$ cat config.mk
export PLATFORM = sky130hd
export DESIGN_NAME = dvr_volume_ramp
export DESIGN_NICKNAME = d
export VERILOG_FILES = /design/src/hw/dvr_pkg.sv /design/src/hw/dvr_volume_ramp.sv
export VERILOG_INCLUDE_DIRS = /design/src /design/src/hw
export SDC_FILE = /design/constraint.sdc
export NUM_CORES = 1
export LEC_CHECK = 0
export ABC_AREA = 1
export BUFFER_PORTS_ARGS = -buffer_cell sky130_fd_sc_hd__buf_2
export CELL_PAD_IN_SITES_DETAIL_PLACEMENT = 2
export CELL_PAD_IN_SITES_GLOBAL_PLACEMENT = 2
export CORE_UTILIZATION = 31
export DETAILED_ROUTE_END_ITERATION = 12
export MAX_ROUTING_LAYER = met4
export PLACE_DENSITY_LB_ADDON = 0.08
export SLEW_MARGIN = 30
export SYNTH_ARGS = -nofsm -noshare
export SYNTH_HDL_FRONTEND = slang
export SYNTH_SLANG_ARGS = --single-unit
$ cat constraint.sdc
create_clock -name sys_clk_i -period 8.23 [get_ports sys_clk_i]
set_clock_uncertainty 0.2 [all_clocks]
set_input_delay 0.823 -clock sys_clk_i [delete_from_list [all_inputs] [get_ports sys_clk_i]]
set_output_delay 0.823 -clock sys_clk_i [all_outputs]
set_load 0.02 [all_outputs]
$ cat src/hw/dvr_regs.svh
// register map, field positions, reset values and codes of the volume ramp block
`ifndef DVR_REGS_SVH
`define DVR_REGS_SVH

// register indices; byte address is four times the index
`define DVR_IDX_CLK_STATUS    10'h039
`define DVR_IDX_VOL_LEVEL     10'h04c
`define DVR_IDX_RAMP_SET      10'h04e
`define DVR_IDX_EMERG_RAMP    10'h04f
`define DVR_IDX_IRQ_STATUS    10'h060
`define DVR_IDX_IRQ_MASK      10'h061
`define DVR_IDX_FS_CTRL       10'h062

// reset values
`define DVR_RST_CLK_STATUS    8'h00
`define DVR_RST_VOL_LEVEL     8'h30
`define DVR_RST_RAMP_SET      8'h33
`define DVR_RST_EMERG_RAMP    8'h30
`define DVR_RST_FS_CTRL       8'h00
`define DVR_RST_IRQ           7'h00

// codes
`define DVR_CODE_MUTE         8'hff
`define DVR_RATE_INSTANT      2'h3
`define DVR_BCLK_RATIO_MIN    9'h020
`define DVR_BCLK_RATIO_MAX    10'h200
`define DVR_FS_ERROR          4'h0

// field positions
`define DVR_IRQ_RAMP_DONE     6
`define DVR_FS_IGNORE_BIT     4

`endif

$ cat src/hw/dvr_pkg.sv
// types shared by the volume ramp block
package dvr_pkg;

  typedef enum logic [2:0] {
    RAMP_IDLE = 3'b001,
    RAMP_FALL = 3'b010,
    RAMP_RISE = 3'b100
  } dvr_ramp_state_t;

  typedef struct packed {
    logic [7:0]      vol;
    logic [7:0]      ramp_set;
    logic [7:0]      emerg_set;
    logic [7:0]      fs_ctrl;
    logic [1:0]      status_rsv;
    logic [5:0]      flags;
    logic [6:0]      irq_stat;
    logic [6:0]      irq_mask;
    logic [7:0]      cur;
    logic [1:0]      div;
    dvr_ramp_state_t state;
    logic            mute;
    logic            active;
    logic            pready;
    logic            pslverr;
    logic [31:0]     prdata;
    logic            irq;
  } dvr_state_t;

endpackage

$ cat src/hw/dvr_volume_ramp.sv
// digital volume ramp with clock monitor flags and apb register slave
`timescale 1ns/1ps
`include "dvr_regs.svh"

// Summary of operation
// - code 0 is +24 dB, each step -0.5 dB, 0xfe is -103 dB, 0xff mutes.
// - one volume code drives left and right channels alike.
// - volume code resets to 0x30, unity gain.
// - falling gain updates every 1, 2 or 4 sample periods; code 3 jumps at once.
// - falling gain steps 4, 2, 1 or 0.5 dB per update; default 0.5 dB.
// - rising gain updates every 1, 2 or 4 sample periods; code 3 restores at once.
// - rising gain steps 4, 2, 1 or 0.5 dB per update; default 0.5 dB.
// - missing or out-of-range bit clock, sample-rate error (unless ignored) or power loss ramps down with separate emergency rate and step.
// - status bit 5 shows bit clock over or under rate.
// - status bit 4 shows pll overrate.
// - status bit 3 shows pll lock, reads unlocked while pll is disabled.
// - status bit 2 shows bit clock missing.
// - status bit 1 valid only when ratio stable and within 32 to 512.
// - status bit 0: rate invalid in auto mode, else configured/detected mismatch.
// - sample-rate error flag rises even when its ignore setting is on.
module dvr_volume_ramp (
  // clock, reset, enable
  input  wire logic        sys_clk_i,
  input  wire logic        srst_i,
  input  wire logic        ce_i,
  // apb slave
  input  wire logic        psel_i,
  input  wire logic        penable_i,
  input  wire logic        pwrite_i,
  input  wire logic [11:0] paddr_i,
  input  wire logic [31:0] pwdata_i,
  output logic      [31:0] prdata_o,
  output logic             pready_o,
  output logic             pslverr_o,
  // sample timing and clock monitors
  input  wire logic        fs_tick_i,
  input  wire logic        bclk_rate_err_i,
  input  wire logic        pll_overrate_i,
  input  wire logic        pll_lock_i,
  input  wire logic        pll_enable_i,
  input  wire logic        bclk_missing_i,
  input  wire logic        bclk_ratio_stable_i,
  input  wire logic [9:0]  bclk_ratio_i,
  input  wire logic [3:0]  fs_detected_i,
  input  wire logic        power_loss_i,
  // volume and interrupt
  output logic      [7:0]  volume_code_o,
  output logic             mute_o,
  output logic             ramp_active_o,
  output logic             irq_o
);

  // ----------------------------------------------------------------
  // state
  // ----------------------------------------------------------------
  dvr_pkg::dvr_state_t st_reg;
  dvr_pkg::dvr_state_t st_next;

  logic        ratio_ok;
  logic        fs_auto;
  logic        fs_err;
  logic        emerg;
  logic [7:0]  target;
  logic        falling;
  logic [1:0]  rate;
  logic [1:0]  step_code;
  logic [8:0]  step;
  logic [1:0]  last_div;
  logic [8:0]  sum_up;
  logic [8:0]  lim_down;
  logic [5:0]  flag_evt;
  logic        done_evt;
  logic        setup;
  logic        done_acc;
  logic [9:0]  idx;
  logic        aligned;
  logic        mapped;
  logic [7:0]  rd_byte;
  logic [6:0]  w1c;

  // ----------------------------------------------------------------
  // next-state logic
  // ----------------------------------------------------------------
  always_comb
  begin
    st_next = st_reg;

    // clock monitor flags
    ratio_ok = bclk_ratio_stable_i
               && (bclk_ratio_i >= {1'b0, `DVR_BCLK_RATIO_MIN})
               && (bclk_ratio_i <= `DVR_BCLK_RATIO_MAX);
    fs_auto  = (st_reg.fs_ctrl[3:0] == `DVR_FS_ERROR);
    fs_err   = fs_auto ? (fs_detected_i == `DVR_FS_ERROR)
                       : (fs_detected_i != st_reg.fs_ctrl[3:0]);
    st_next.flags = {bclk_rate_err_i,
                     pll_overrate_i,
                     pll_lock_i & pll_enable_i,
                     bclk_missing_i,
                     ratio_ok,
                     fs_err};
    flag_evt = st_next.flags ^ st_reg.flags;

    // the ignore bit only keeps a rate error from forcing an emergency ramp
    emerg = power_loss_i | bclk_missing_i | ~ratio_ok
            | (fs_err & ~st_reg.fs_ctrl[`DVR_FS_IGNORE_BIT]);

    // one code for both channels; larger code means lower gain
    target  = emerg ? `DVR_CODE_MUTE : st_reg.vol;
    falling = (target > st_reg.cur);
    if (falling && emerg)
    begin
      rate      = st_reg.emerg_set[7:6];
      step_code = st_reg.emerg_set[5:4];
    end
    else if (falling)
    begin
      rate      = st_reg.ramp_set[7:6];
      step_code = st_reg.ramp_set[5:4];
    end
    else
    begin
      rate      = st_reg.ramp_set[3:2];
      step_code = st_reg.ramp_set[1:0];
    end

    // step in half-dB code units: 4, 2, 1, 0.5 dB
    unique case (step_code)
      2'h0:    step = 9'h008;
      2'h1:    step = 9'h004;
      2'h2:    step = 9'h002;
      2'h3:    step = 9'h001;
    endcase
    unique case (rate)
      2'h0:    last_div = 2'h0;
      2'h1:    last_div = 2'h1;
      2'h2:    last_div = 2'h3;
      2'h3:    last_div = 2'h0;
    endcase

    sum_up   = {1'b0, st_reg.cur} + step;
    lim_down = {1'b0, target} + step;

    // ramp engine
    done_evt = 1'b0;
    unique case (st_reg.state)
      dvr_pkg::RAMP_IDLE:
      begin
        st_next.div = 2'h0;
        if (target != st_reg.cur)
        begin
          st_next.state = falling ? dvr_pkg::RAMP_FALL : dvr_pkg::RAMP_RISE;
        end
      end
      dvr_pkg::RAMP_FALL,
      dvr_pkg::RAMP_RISE:
      begin
        if (target == st_reg.cur)
        begin
          st_next.state = dvr_pkg::RAMP_IDLE;
          st_next.div   = 2'h0;
        end
        else if (falling != (st_reg.state == dvr_pkg::RAMP_FALL))
        begin
          // direction reversed: restart the update interval
          st_next.state = falling ? dvr_pkg::RAMP_FALL : dvr_pkg::RAMP_RISE;
          st_next.div   = 2'h0;
        end
        else if (fs_tick_i)
        begin
          if (rate == `DVR_RATE_INSTANT)
          begin
            st_next.cur = target;
          end
          else if (st_reg.div == last_div)
          begin
            st_next.div = 2'h0;
            if (falling)
            begin
              st_next.cur = (sum_up >= {1'b0, target}) ? target
                                                       : sum_up[7:0];
            end
            else
            begin
              st_next.cur = ({1'b0, st_reg.cur} <= lim_down) ? target
                                                             : 8'(st_reg.cur - step[7:0]);
            end
          end
          else
          begin
            st_next.div = st_reg.div + 2'h1;
          end
          done_evt = (st_next.cur == target);
        end
      end
      default:
      begin
        st_next.state = dvr_pkg::RAMP_IDLE;
        st_next.div   = 2'h0;
      end
    endcase
    st_next.mute = (st_next.cur == `DVR_CODE_MUTE);
    // registered copy so the ramp flag leaves straight from a flop
    st_next.active = (st_next.state != dvr_pkg::RAMP_IDLE);

    // apb slave: one wait state, answer registered
    setup    = psel_i & penable_i & ~st_reg.pready;
    done_acc = psel_i & penable_i & st_reg.pready;
    idx      = paddr_i[11:2];
    aligned  = (paddr_i[1:0] == 2'h0);
    mapped   = aligned && ((idx == `DVR_IDX_CLK_STATUS) || (idx == `DVR_IDX_VOL_LEVEL)
               || (idx == `DVR_IDX_RAMP_SET) || (idx == `DVR_IDX_EMERG_RAMP)
               || (idx == `DVR_IDX_IRQ_STATUS) || (idx == `DVR_IDX_IRQ_MASK)
               || (idx == `DVR_IDX_FS_CTRL));
    rd_byte  = 8'h00;
    if (aligned)
    begin
      unique case (idx)
        `DVR_IDX_CLK_STATUS: rd_byte = {st_reg.status_rsv, st_reg.flags};
        `DVR_IDX_VOL_LEVEL:  rd_byte = st_reg.vol;
        `DVR_IDX_RAMP_SET:   rd_byte = st_reg.ramp_set;
        `DVR_IDX_EMERG_RAMP: rd_byte = st_reg.emerg_set;
        `DVR_IDX_IRQ_STATUS: rd_byte = {1'b0, st_reg.irq_stat};
        `DVR_IDX_IRQ_MASK:   rd_byte = {1'b0, st_reg.irq_mask};
        `DVR_IDX_FS_CTRL:    rd_byte = st_reg.fs_ctrl;
        default:             rd_byte = 8'h00;
      endcase
    end
    st_next.pready  = setup;
    st_next.pslverr = setup & ~mapped;
    st_next.prdata  = setup ? {24'h000000, rd_byte} : 32'h00000000;

    w1c = 7'h00;
    if (done_acc && pwrite_i && aligned)
    begin
      unique case (idx)
        `DVR_IDX_CLK_STATUS: st_next.status_rsv = pwdata_i[7:6];
        `DVR_IDX_VOL_LEVEL:  st_next.vol        = pwdata_i[7:0];
        `DVR_IDX_RAMP_SET:   st_next.ramp_set   = pwdata_i[7:0];
        `DVR_IDX_EMERG_RAMP: st_next.emerg_set  = {pwdata_i[7:4], 4'h0};
        `DVR_IDX_IRQ_STATUS: w1c                = pwdata_i[6:0];
        `DVR_IDX_IRQ_MASK:   st_next.irq_mask   = pwdata_i[6:0];
        `DVR_IDX_FS_CTRL:    st_next.fs_ctrl    = {3'h0, pwdata_i[4:0]};
        default:             w1c                = 7'h00;
      endcase
    end

    // ----------------------------------------------------------------
    // interrupts: new events win over a same-cycle clear
    // ----------------------------------------------------------------
    st_next.irq_stat = (st_reg.irq_stat & ~w1c) | {done_evt, flag_evt};
    st_next.irq      = |(st_next.irq_stat & st_next.irq_mask);
  end

  // ----------------------------------------------------------------
  // state register
  // ----------------------------------------------------------------
  always_ff @(posedge sys_clk_i)
  begin
    if (srst_i)
    begin
      st_reg            <= '0;
      st_reg.vol        <= `DVR_RST_VOL_LEVEL;
      st_reg.ramp_set   <= `DVR_RST_RAMP_SET;
      st_reg.emerg_set  <= `DVR_RST_EMERG_RAMP;
      st_reg.fs_ctrl    <= `DVR_RST_FS_CTRL;
      st_reg.cur        <= `DVR_RST_VOL_LEVEL;
      st_reg.irq_stat   <= `DVR_RST_IRQ;
      st_reg.irq_mask   <= `DVR_RST_IRQ;
      st_reg.state      <= dvr_pkg::RAMP_IDLE;
    end
    else if (ce_i)
    begin
      st_reg <= st_next;
    end
  end

  assign prdata_o      = st_reg.prdata;
  assign pready_o      = st_reg.pready;
  assign pslverr_o     = st_reg.pslverr;
  assign volume_code_o = st_reg.cur;
  assign mute_o        = st_reg.mute;
  assign ramp_active_o = st_reg.active;
  assign irq_o         = st_reg.irq;

endmodule // dvr_volume_ramp

==> key figures, run 1 <==
STA
  • Tightest hold margin: 0.264 ns
  • Final Hold Fails: 0
  • Max Fclk: 0.137 GHz
  • Slew HR: 40.0%
  • Final Slew Violations: 0
  • Setup TNS: 0 ns
  • Tightest Pin Transition: 0.892 ns
  • Unrepaired setup endpoints after global routing: no
  • Part of the cycle the worst path needs: 88.6%
  • Final setup viols: 0
  • Min Tclk post-route: 7.29 ns

Setup path
  • Worst reg2reg path endpoint: mute_o$_SDFFE_PP0P_
  • Reg2reg path depth: 43
  • CP startpoint: bclk_ratio_i[6]
  • Critical path's largest stage delay: 0.40 ns
  • CP max FO: 12
  • Critical R2R Launch: st_reg[72]$_SDFFE_PP0P_
  • Worst EP arrival: 7.37 ns
  • Type of origin of the critical path: input port
  • Worst setup EP type: register
  • Setup CP Type: input port to register
  • Slowest cell on the critical path: ha_1
  • Worst Path Required: 8.31 ns
  • Reg2Reg Setup Slack: 1.15 ns

Drt
  • WL per Instance: 18.6 um
  • Drt total wl: 23,300 um
  • First-pass DRT Iterations: 4
  • Iter 0 DRT Violations: 170
  • Via/cell ratio: 5.04
  • Total vias in the final route: 6,309
  • Number of remaining DRC errors: 0
  • Antenna viol nets, final: 0

Clocking
  • Root Driver: clkbuf_16
  • TritonCTS clock tree: built
  • Clk slew on worst S/H paths: 0.06 ns
  • H-Tree Depth: 3
  • Worst-Skew Late Latency: 0.35 ns
  • Post-CTS Resized: 0
  • Num Clock Sinks: 73
  • Post-CTS Setup Inserts: 0
  • CTS Buf Count: 9
  • CTS max path bufs: 2
  • Post-CTS Hold Buffers: 0

Power
  • Worst VDD drop: 0.0739 mV
  • Leak: 3.38 nW
  • Cell Pwr Density: 149 nW/um^2
  • Tot Pwr: 0.00102 W

Global route
  • Overflow left after global routing: 0
  • Largest net degree at the start of global routing: 55
  • Antenna violations before repair: 0
  • Number of global-route vias before repair: 6,656
  • First-pass GRT wire length: 36,500 um
  • Overall Global Routing Usage: 24.4%

Die
  • Die Footprint: 20,600 um^2
  • Initial core utilization: 31.7%
  • Rows: 51
  • Die width: 144 um
  • I/O pin count: 117
  • Core outline area: 19,600 um^2
  • Die Y: 144 um

Cells and area
  • Fillers: 2,497
  • Layout cells sized above 1: 14.5%
  • Layout area overhead: 10.4%
  • Nets: 1,096
  • Number of diodes: 0
  • Max reg flops: 52

Yosys
  • Synthesized area per cell: 6.62 um^2
  • Synth cell types: 54
  • FFs w/ async S/R, synth: 0%
  • Cell count after synthesis: 939
  • Ys flop type: dfxtp_1
  • Post-synthesis sequential area ratio: 23.5%
  • Ys Warns: 0
  • Mapped Area: 6220 um^2
  • Post-synth EDFFs: 0
  • Synth Register Bits: 73

Hold path
  • Hold Crit Class: register to register
  • Hold Path Cell Cnt: 2
  • Min-Delay Endpoint: prdata_o[2]$_SDFFE_PP0P_
  • Hold path start: prdata_o[2]$_SDFFE_PP0P_

Job
  • Max cap viols: 0

Placed design
  • Hpwl dp: 18,500 um
  • PortBufs: 68
  • GP Congestion: 0.834

Outcome
  • Status: completed
-- where the power goes --
| group | switching, W | total (W) | internal, W |
|---|---|---|---|
| clock | 0.000164 | 0.000408 | 0.000244 |
| combinational | 0.000156 | 0.000232 | 0.0000759 |
| sequential | 0.0000140 | 0.000380 | 0.000366 |
-- worst max-delay path by stage --
stage / end / cells after the start
after CTS: mute_o$_SDFFE_PP0P_ / 45
after global routing: irq_o$_SDFFE_PP0P_ / 48
after global placement: irq_o$_SDFFE_PP0P_ / 44
after detailed placement: mute_o$_SDFFE_PP0P_ / 45
final: mute_o$_SDFFE_PP0P_ / 46
after floorplan: irq_o$_SDFFE_PP0P_ / 43
-- metrics by stage --
stage                     util [%]  setup slack (ns)  instance area, um^2  std cells
after global placement        33.5             0.665                 6570       1237
after detailed placement      33.5             0.490                 6570       1237
after global routing          35.1             0.230                 6870       1253
after CTS                     35.1             0.841                 6870       1253
final                         35.1             0.937                 6870       1253
after floorplan                  -              1.47                 6310        962
-- metal layers --
layer  routed length, um  GRT usage, %
met1                9670          26.1
met2               12600          45.9
met3                 484          3.13
met4                 616          8.68
met5                   0             -
-- logic make-up after synthesis --
kind of cell | share of synthesized area, %
adder cells (fa/ha/maj) | 8.61
flip-flops | 23.5
AND/OR/NAND/NOR | 26.6
buffers and inverters | 16.7
other | 0.0603
XOR/XNOR | 3.38
AO/OA/AOI/OAI | 21.1
-- cell usage in the layout (no fill, tap or decap), types with 9 or more instances in the layout --
| cell type | Yosys | layout |
|---|---|---|
| a211oi_1 | 12 | 12 |
| a21oi_1 | 81 | 81 |
| buf_2 | 6 | 68 |
| buf_4 | 41 | 10 |
| clkbuf_16 | 0 | 9 |
| conb_1 | 1 | 24 |
| dfxtp_1 | 73 | 73 |
| ha_1 | 38 | 38 |
| inv_1 | 134 | 134 |
| inv_2 | 12 | 12 |
| nand2_1 | 157 | 157 |
| nand2_2 | 9 | 9 |
| nand3_1 | 52 | 52 |
| nand4_1 | 10 | 10 |
| nor2_1 | 86 | 86 |
| nor3_1 | 13 | 13 |
| o21ai_0 | 67 | 67 |
| o21ai_1 | 14 | 14 |
| o22ai_1 | 11 | 11 |
| xor2_1 | 18 | 18 |
-- area by class of cell --
cell class,count,area (um^2),share of cell area (%)
clock inverter,4,52.6,0.765
inverter,147,557,8.11
clock buffer,12,246,3.59
sequential,73,1460,21.3
multi-input combinational,674,3800,55.4
tap,265,332,4.83
timing repair buffer,78,415,6.05
-- cells in the mapped netlist (2+ instances only) --
master     number  share of area (%)
dfxtp_1        73                 23
a211oi_1       12                1.4
clkbuf_8        3               0.66
buf_6           5               0.91
inv_1         134                8.1
buf_2           6               0.48
o2111ai_1       4               0.56
o21ai_0        67                5.4
nand2_2         9               0.91
o31ai_1         3               0.36
o21ai_2         3               0.42
a221oi_1        2               0.28
buf_4          41                4.9
nor2_1         86                5.2
nand2_4         6                1.1
nor3_1         13                1.0
clkbuf_1       13               0.78
xor2_1         18                2.5
o211ai_1        6               0.72
or2_1           3               0.30
fa_1            3               0.97
nand2_1       157                9.5
o21ai_1        14                1.1
a21oi_2         4               0.56
xnor2_1         6               0.84
nand3_4         2               0.56
nor4_1          5               0.50
or2_2           2               0.20
inv_2          12               0.72
a22oi_1         2               0.24
nand3_2         3               0.48
o221ai_1        5               0.70
o22ai_1        11                1.1
nor2_2          3               0.30
a31oi_1         5               0.50
a21oi_1        81                6.5
nand4_1        10                1.0
ha_1           38                7.6
nand3_1        52                4.2
o21a_1          3               0.36
-- critical path, delay by kind of cell --
kind / cells / cell delay, ns
buffers and inverters: 10 / 0.89
XOR/XNOR: 1 / 0.16
AO/OA/AOI/OAI: 11 / 2.14
adder cells (fa/ha/maj): 3 / 0.98
AND/OR/NAND/NOR: 21 / 2.40
(Power assumes the default switching activity.)
==> run 2: changes to the inputs <==
- RECOVER_POWER: default -> 50
==> key figures, run 2 (same netlist as run 1, synthesis figures left out) <==
Outcome
  • Status: complete, but fails checks
  • Failing checks: max-capacitance violations, max-slew violations

Global route
  • First-pass GRT wire length: 36,500 um (unchanged)
  • Largest net degree at the start of global routing: 55 (unchanged)
  • Overflow left after global routing: 0 (unchanged)
  • Antenna violations before repair: 0 (unchanged)
  • Overall Global Routing Usage: 24.4% (unchanged)
  • Number of global-route vias before repair: 6,656 (unchanged)

Placed design
  • GP Congestion: 0.834 (unchanged)
  • Dpl cell area: 6570 um^2 (unchanged)
  • DP Cell Count: 1,237 (unchanged)
  • PortBufs: 68 (unchanged)
  • Hpwl dp: 18,500 um (unchanged)

STA
  • Tightest Pin Transition: 2.72 ns (+1.83 ns)
  • Part of the cycle the worst path needs: 88.8% (+0.22 points)
  • Setup TNS: 0 ns (unchanged)
  • Max Fclk: 0.137 GHz (-0.25%)
  • Unrepaired setup endpoints after global routing: no
  • Slew HR: -81.6% (-120 points)
  • Final Hold Fails: 0 (unchanged)
  • Tightest hold margin: 0.268 ns (+0.00425 ns)
  • Min Tclk post-route: 7.31 ns (+0.0184 ns)
  • Final Slew Violations: 107 (+107)
  • Final setup viols: 0 (unchanged)

Hold path
  • Min-Delay Endpoint: prdata_o[2]$_SDFFE_PP0P_
  • Hold path start: prdata_o[2]$_SDFFE_PP0P_
  • Hold Crit Class: register to register
  • Hold Path Cell Cnt: 2 (unchanged)

Clocking
  • Worst-Skew Late Latency: 0.35 ns (about the same)
  • H-Tree Depth: 3 (unchanged)
  • CTS Buf Count: 9 (unchanged)
  • Clk slew on worst S/H paths: 0.06 ns (about the same)
  • Post-CTS Resized: 0 (unchanged)
  • Root Driver: clkbuf_16
  • Post-CTS Setup Inserts: 0 (unchanged)
  • TritonCTS clock tree: built
  • Post-CTS Hold Buffers: 0 (unchanged)
  • CTS max path bufs: 2 (unchanged)
  • Num Clock Sinks: 73 (unchanged)

Cells and area
  • Layout cells sized above 1: 11.9% (-2.5 points)
  • Commonest non-fill, non-tap cell in the layout: nand2_1
  • Finished Cell Area: 6830 um^2 (-0.51%)
  • Max reg flops: 52 (unchanged)
  • Commonest non-fill, non-tap cells in the layout: 157 x nand2_1, 134 x inv_1, 86 x nor2_1, 81 x a21oi_1, 73 x dfxtp_1
  • Number of diodes: 0 (unchanged)
  • Final std cells w/o fill: 1,253 (unchanged)
  • Nets: 1,096 (unchanged)
  • Layout area overhead: 9.86%

Setup path
  • Critical R2R Launch: st_reg[72]$_SDFFE_PP0P_
  • Slowest cell on the critical path: ha_1
  • Worst EP arrival: 7.36 ns (about the same)
  • Worst reg2reg path endpoint: mute_o$_SDFFE_PP0P_
  • Type of origin of the critical path: input port
  • Worst setup EP type: register
  • Worst Path Required: 8.28 ns (-0.03 ns)
  • Reg2Reg Setup Slack: 1.13 ns (-0.02 ns)
  • Reg2reg path depth: 43 (unchanged)
  • CP max FO: 12 (unchanged)
  • Critical path's largest stage delay: 0.40 ns (about the same)
  • Setup CP Type: input port to register

Power
  • Switching pwr: 0.000336 W (+0.46%)
  • Combinational power share: 22.7% (about the same)
  • Cell Pwr Density: 149 nW/um^2 (+0.63%)
  • Int Pwr: 0.000685 W (about the same)
  • Flop pwr share: 37.2% (about the same)
  • Net Sw Frac: 32.9% (+0.11 points)
  • Leak: 3.29 nW (-2.8%)
  • Clock Power Share: 40.1% (about the same)
  • Worst VDD drop: 0.0736 mV (-0.42%)

Die
  • Die Footprint: 20,600 um^2 (unchanged)
  • I/O pin count: 117 (unchanged)
  • Die Y: 144 um (unchanged)
  • Die width: 144 um (unchanged)
  • Initial core utilization: 31.7% (unchanged)
  • Rows: 51 (unchanged)
  • Core outline area: 19,600 um^2 (unchanged)

Job
  • Max cap viols: 2 (+2)

Drt
  • Drt total wl: 23,400 um (+0.15%)
  • Iter 0 DRT Violations: 135 (-21%)
  • Via/cell ratio: 5.06 (+0.49%)
  • Antenna viol nets, final: 0 (unchanged)
  • Number of remaining DRC errors: 0 (unchanged)
  • First-pass DRT Iterations: 4 (unchanged)
  • Total vias in the final route: 6,340 (+0.49%)
  • WL per Instance: 18.6 um (+0.15%)
run 2: final cells by class:
class                   count  area, um^2
clock buffers              12         246
clock inverters             4        52.6
fillers                  2510       12800
inverters                 147         557
multi-input cells         674        3800
flip-flops and latches     73        1460
well taps                 265         332
repair buffers             78         380
run 2: metrics by stage:
step,total power (W),utilization (%),setup WS (ns)
finish,0.00102,34.9,0.919
global route,0.00107,34.9,0.198
CTS,0.00103,35.1,0.841
detailed placement,0.000621,33.5,0.490
global placement,0.000615,33.5,0.665
floorplan,0.000556,-,1.47
run 2: worst max-delay path by stage:
| stage | startpoint | endpoint | slack [ns] | cells after the start |
|---|---|---|---|---|
| global route | bclk_ratio_i[6] | mute_o$_SDFFE_PP0P_ | 0.20 | 46 |
| finish | bclk_ratio_i[6] | mute_o$_SDFFE_PP0P_ | 0.92 | 46 |
| floorplan | bclk_ratio_i[6] | irq_o$_SDFFE_PP0P_ | 1.47 | 43 |
| detailed placement | bclk_ratio_i[6] | mute_o$_SDFFE_PP0P_ | 0.49 | 45 |
| CTS | bclk_ratio_i[6] | mute_o$_SDFFE_PP0P_ | 0.84 | 45 |
| global placement | bclk_ratio_i[6] | irq_o$_SDFFE_PP0P_ | 0.66 | 44 |
run 2: power groups by stage:
stage | clock [W] | combinational, W | sequential (W)
after floorplan | 0 | 0.000173 | 0.000383
after global placement | 0 | 0.000228 | 0.000387
after detailed placement | 0 | 0.000234 | 0.000388
after CTS | 0.000418 | 0.000235 | 0.000380
after global routing | 0.000431 | 0.000261 | 0.000381
final | 0.000409 | 0.000232 | 0.000380
run 2: layer usage:
metal	vias up	part of all wire, %	global-route usage, %
li1	3117	-	-
met1	3094	41	26.1
met2	90	54	45.9
met3	39	2.3	3.13
met4	0	2.7	8.68
met5	-	0	-
run 2: worst max-delay path: cells and delay by family:
kind | cells | cell delay (ns)
xor+xnor | 1 | 0.16
buf+inv | 10 | 0.89
simple gates | 21 | 2.39
fa+ha+maj | 3 | 0.98
compound gates | 11 | 2.12
==> run 3: changes to the inputs <==
- CORE_MARGIN: default -> 10
- PLACE_DENSITY_LB_ADDON: 0.08 -> 0.1
==> key figures, run 3 (same netlist as run 1, synthesis figures left out) <==
Setup path
  • Worst setup EP type: register
  • Type of origin of the critical path: input port
  • Slowest cell on the critical path: o31ai_1
  • CP max FO: 12 (unchanged)
  • Critical path's largest stage delay: 0.41 ns (about the same)
  • Setup CP Type: input port to register
  • Worst Path Required: 8.28 ns (about the same)
  • CP Buf/Inv Count: 9 (-1)
  • Delay-heaviest family, CP: simple AND/OR/NAND/NOR gates
  • Worst EP arrival: 7.44 ns (+0.08 ns)
  • CP most frequent cell: nand2_1

Clocking
  • Post-CTS Hold Buffers: 0 (unchanged)
  • Num Clock Sinks: 73 (unchanged)
  • Worst-Skew Late Latency: 0.35 ns (about the same)
  • Clk slew on worst S/H paths: 0.07 ns (about the same)
  • CTS max path bufs: 2 (unchanged)
  • Root Driver: clkbuf_16
  • Post-CTS Resized: 0 (unchanged)
  • Post-CTS Setup Inserts: 0 (unchanged)
  • TritonCTS clock tree: built
  • CTS Buf Count: 9 (unchanged)
  • H-Tree Depth: 3 (unchanged)

Hold path
  • Hold Crit Class: register to register

STA
  • Part of the cycle the worst path needs: 89.7% (+0.91 points)
  • Setup TNS: 0 ns (unchanged)
  • Tightest Pin Transition: 1.43 ns (-1.30 ns)
  • Unrepaired setup endpoints after global routing: no
  • Final Hold Fails: 0 (unchanged)
  • Min Tclk post-route: 7.39 ns (+0.0750 ns)
  • Max Fclk: 0.135 GHz (-1.0%)
  • Slew HR: 4.93% (+87 points)
  • Final Slew Violations: 0 (-100%)
  • Final setup viols: 0 (unchanged)

Drt
  • Via/cell ratio: 5.04 (-0.43%)
  • Total vias in the final route: 6,313 (-0.43%)
  • WL per Instance: 19.0 um (+1.8%)
  • Number of remaining DRC errors: 0 (unchanged)
  • First-pass DRT Iterations: 4 (unchanged)
  • Antenna viol nets, final: 0 (unchanged)
  • Drt total wl: 23,800 um (+1.8%)
  • Iter 0 DRT Violations: 244 (+81%)

Global route
  • Largest net degree at the start of global routing: 55 (unchanged)
  • Antenna violations before repair: 0 (unchanged)
  • First-pass GRT wire length: 37,900 um (+3.9%)
  • Number of global-route vias before repair: 6,750 (+1.4%)
  • Overall Global Routing Usage: 18.7% (-5.8 points)
  • Overflow left after global routing: 0 (unchanged)

Cells and area
  • Nets: 1,096 (unchanged)
  • Final core occ: 34.9% (about the same)
  • Number of diodes: 0 (unchanged)
  • Register area: 1460 um^2 (unchanged)
  • Commonest non-fill, non-tap cell in the layout: nand2_1
  • Commonest non-fill, non-tap cells in the layout: 157 x nand2_1, 134 x inv_1, 86 x nor2_1, 81 x a21oi_1, 73 x dfxtp_1
  • Layout cells sized above 1: 12.3% (+0.40 points)
  • Layout area overhead: 9.80% (about the same)
  • Area of the multi-input gates: 3800 um^2 (unchanged)
  • Max reg flops: 52 (unchanged)
  • Fillers: 2,510 (unchanged)

Die
  • Rows: 51 (unchanged)
  • Core outline area: 19,600 um^2 (unchanged)
  • Initial core utilization: 31.7% (unchanged)
  • Die width: 162 um (+13%)
  • Die Footprint: 26,100 um^2 (+27%)
  • Die Y: 162 um (+13%)
  • I/O pin count: 117 (unchanged)

Power
  • Cell Pwr Density: 147 nW/um^2 (-1.9%)
  • Tot Pwr: 0.00100 W (-2.0%)
  • Worst VDD drop: 0.0872 mV (+19%)
  • Leak: 3.28 nW (-0.22%)

Placed design
  • GP Congestion: 0.851 (+2.1%)
  • Hpwl dp: 18,900 um (+2.2%)
  • PortBufs: 68 (unchanged)

Outcome
  • Status: completed

Job
  • Max cap viols: 0 (-2)
run 3: metal layers:
layer	routed length, um	global-route usage (%)	share of wire, %	vias to the layer above
met1	10400	21.2	44	3094
met2	12500	34.3	53	78
met3	431	1.70	1.8	25
met4	428	4.84	1.8	0
li1	-	-	-	3116
met5	0	-	0	-
run 3: final timing paths:
| path | slack [ns] | cells past startpoint | startpoint | endpoint |
|---|---|---|---|---|
| max | 0.84 | 46 | bclk_ratio_i[2] | st_reg[63]$_SDFFE_PP0P_ |
| min | 0.27 | 2 | prdata_o[6]$_SDFFE_PP0P_ | prdata_o[6]$_SDFFE_PP0P_ |
| max reg2reg | 1.08 | 43 | st_reg[72]$_SDFFE_PP0P_ | st_reg[63]$_SDFFE_PP0P_ |
| min reg2reg | 0.27 | 2 | prdata_o[6]$_SDFFE_PP0P_ | prdata_o[6]$_SDFFE_PP0P_ |
run 3: worst reg2reg max path, delay by kind of cell (launching register included):
family                     cells  cell delay (ns)
and+or+nand+nor               23             2.92
xor gates and xnor gates       1             0.14
DFF                            1             0.36
buffers and inverters          8             0.69
AOI/OAI and AO/OA              8             1.75
adders and majority gates      3             1.00
run 3: power by group:
group / switching, W / total (W) / internal, W / leakage (nW)
clock: 0.000179 / 0.000389 / 0.000211 / 0.133
combinational: 0.000157 / 0.000233 / 0.0000751 / 2.55
sequential: 0.0000136 / 0.000379 / 0.000365 / 0.596
run 3: area by class of cell:
cell class	instances	area share [%]
clock buffers	9	3.30
multi-input cells	674	55.7
repair buffers	78	5.68
well taps	265	4.86
flip-flops and latches	73	21.4
inverters	147	8.15
clock inverters	7	0.916
run 3: stage by stage:
| step | hold WS [ns] | instances | instance area [um^2] | setup slack, ns |
|---|---|---|---|---|
| after detailed placement | 0.258 | 1237 | 6570 | 0.450 |
| final | 0.269 | 1253 | 6830 | 0.844 |
| after global routing | 0.292 | 1253 | 6830 | 0.0144 |
| after floorplan | 0.236 | 962 | 6310 | 1.47 |
| after global placement | 0.255 | 1237 | 6570 | 0.541 |
| after CTS | 0.270 | 1253 | 6860 | 0.811 |
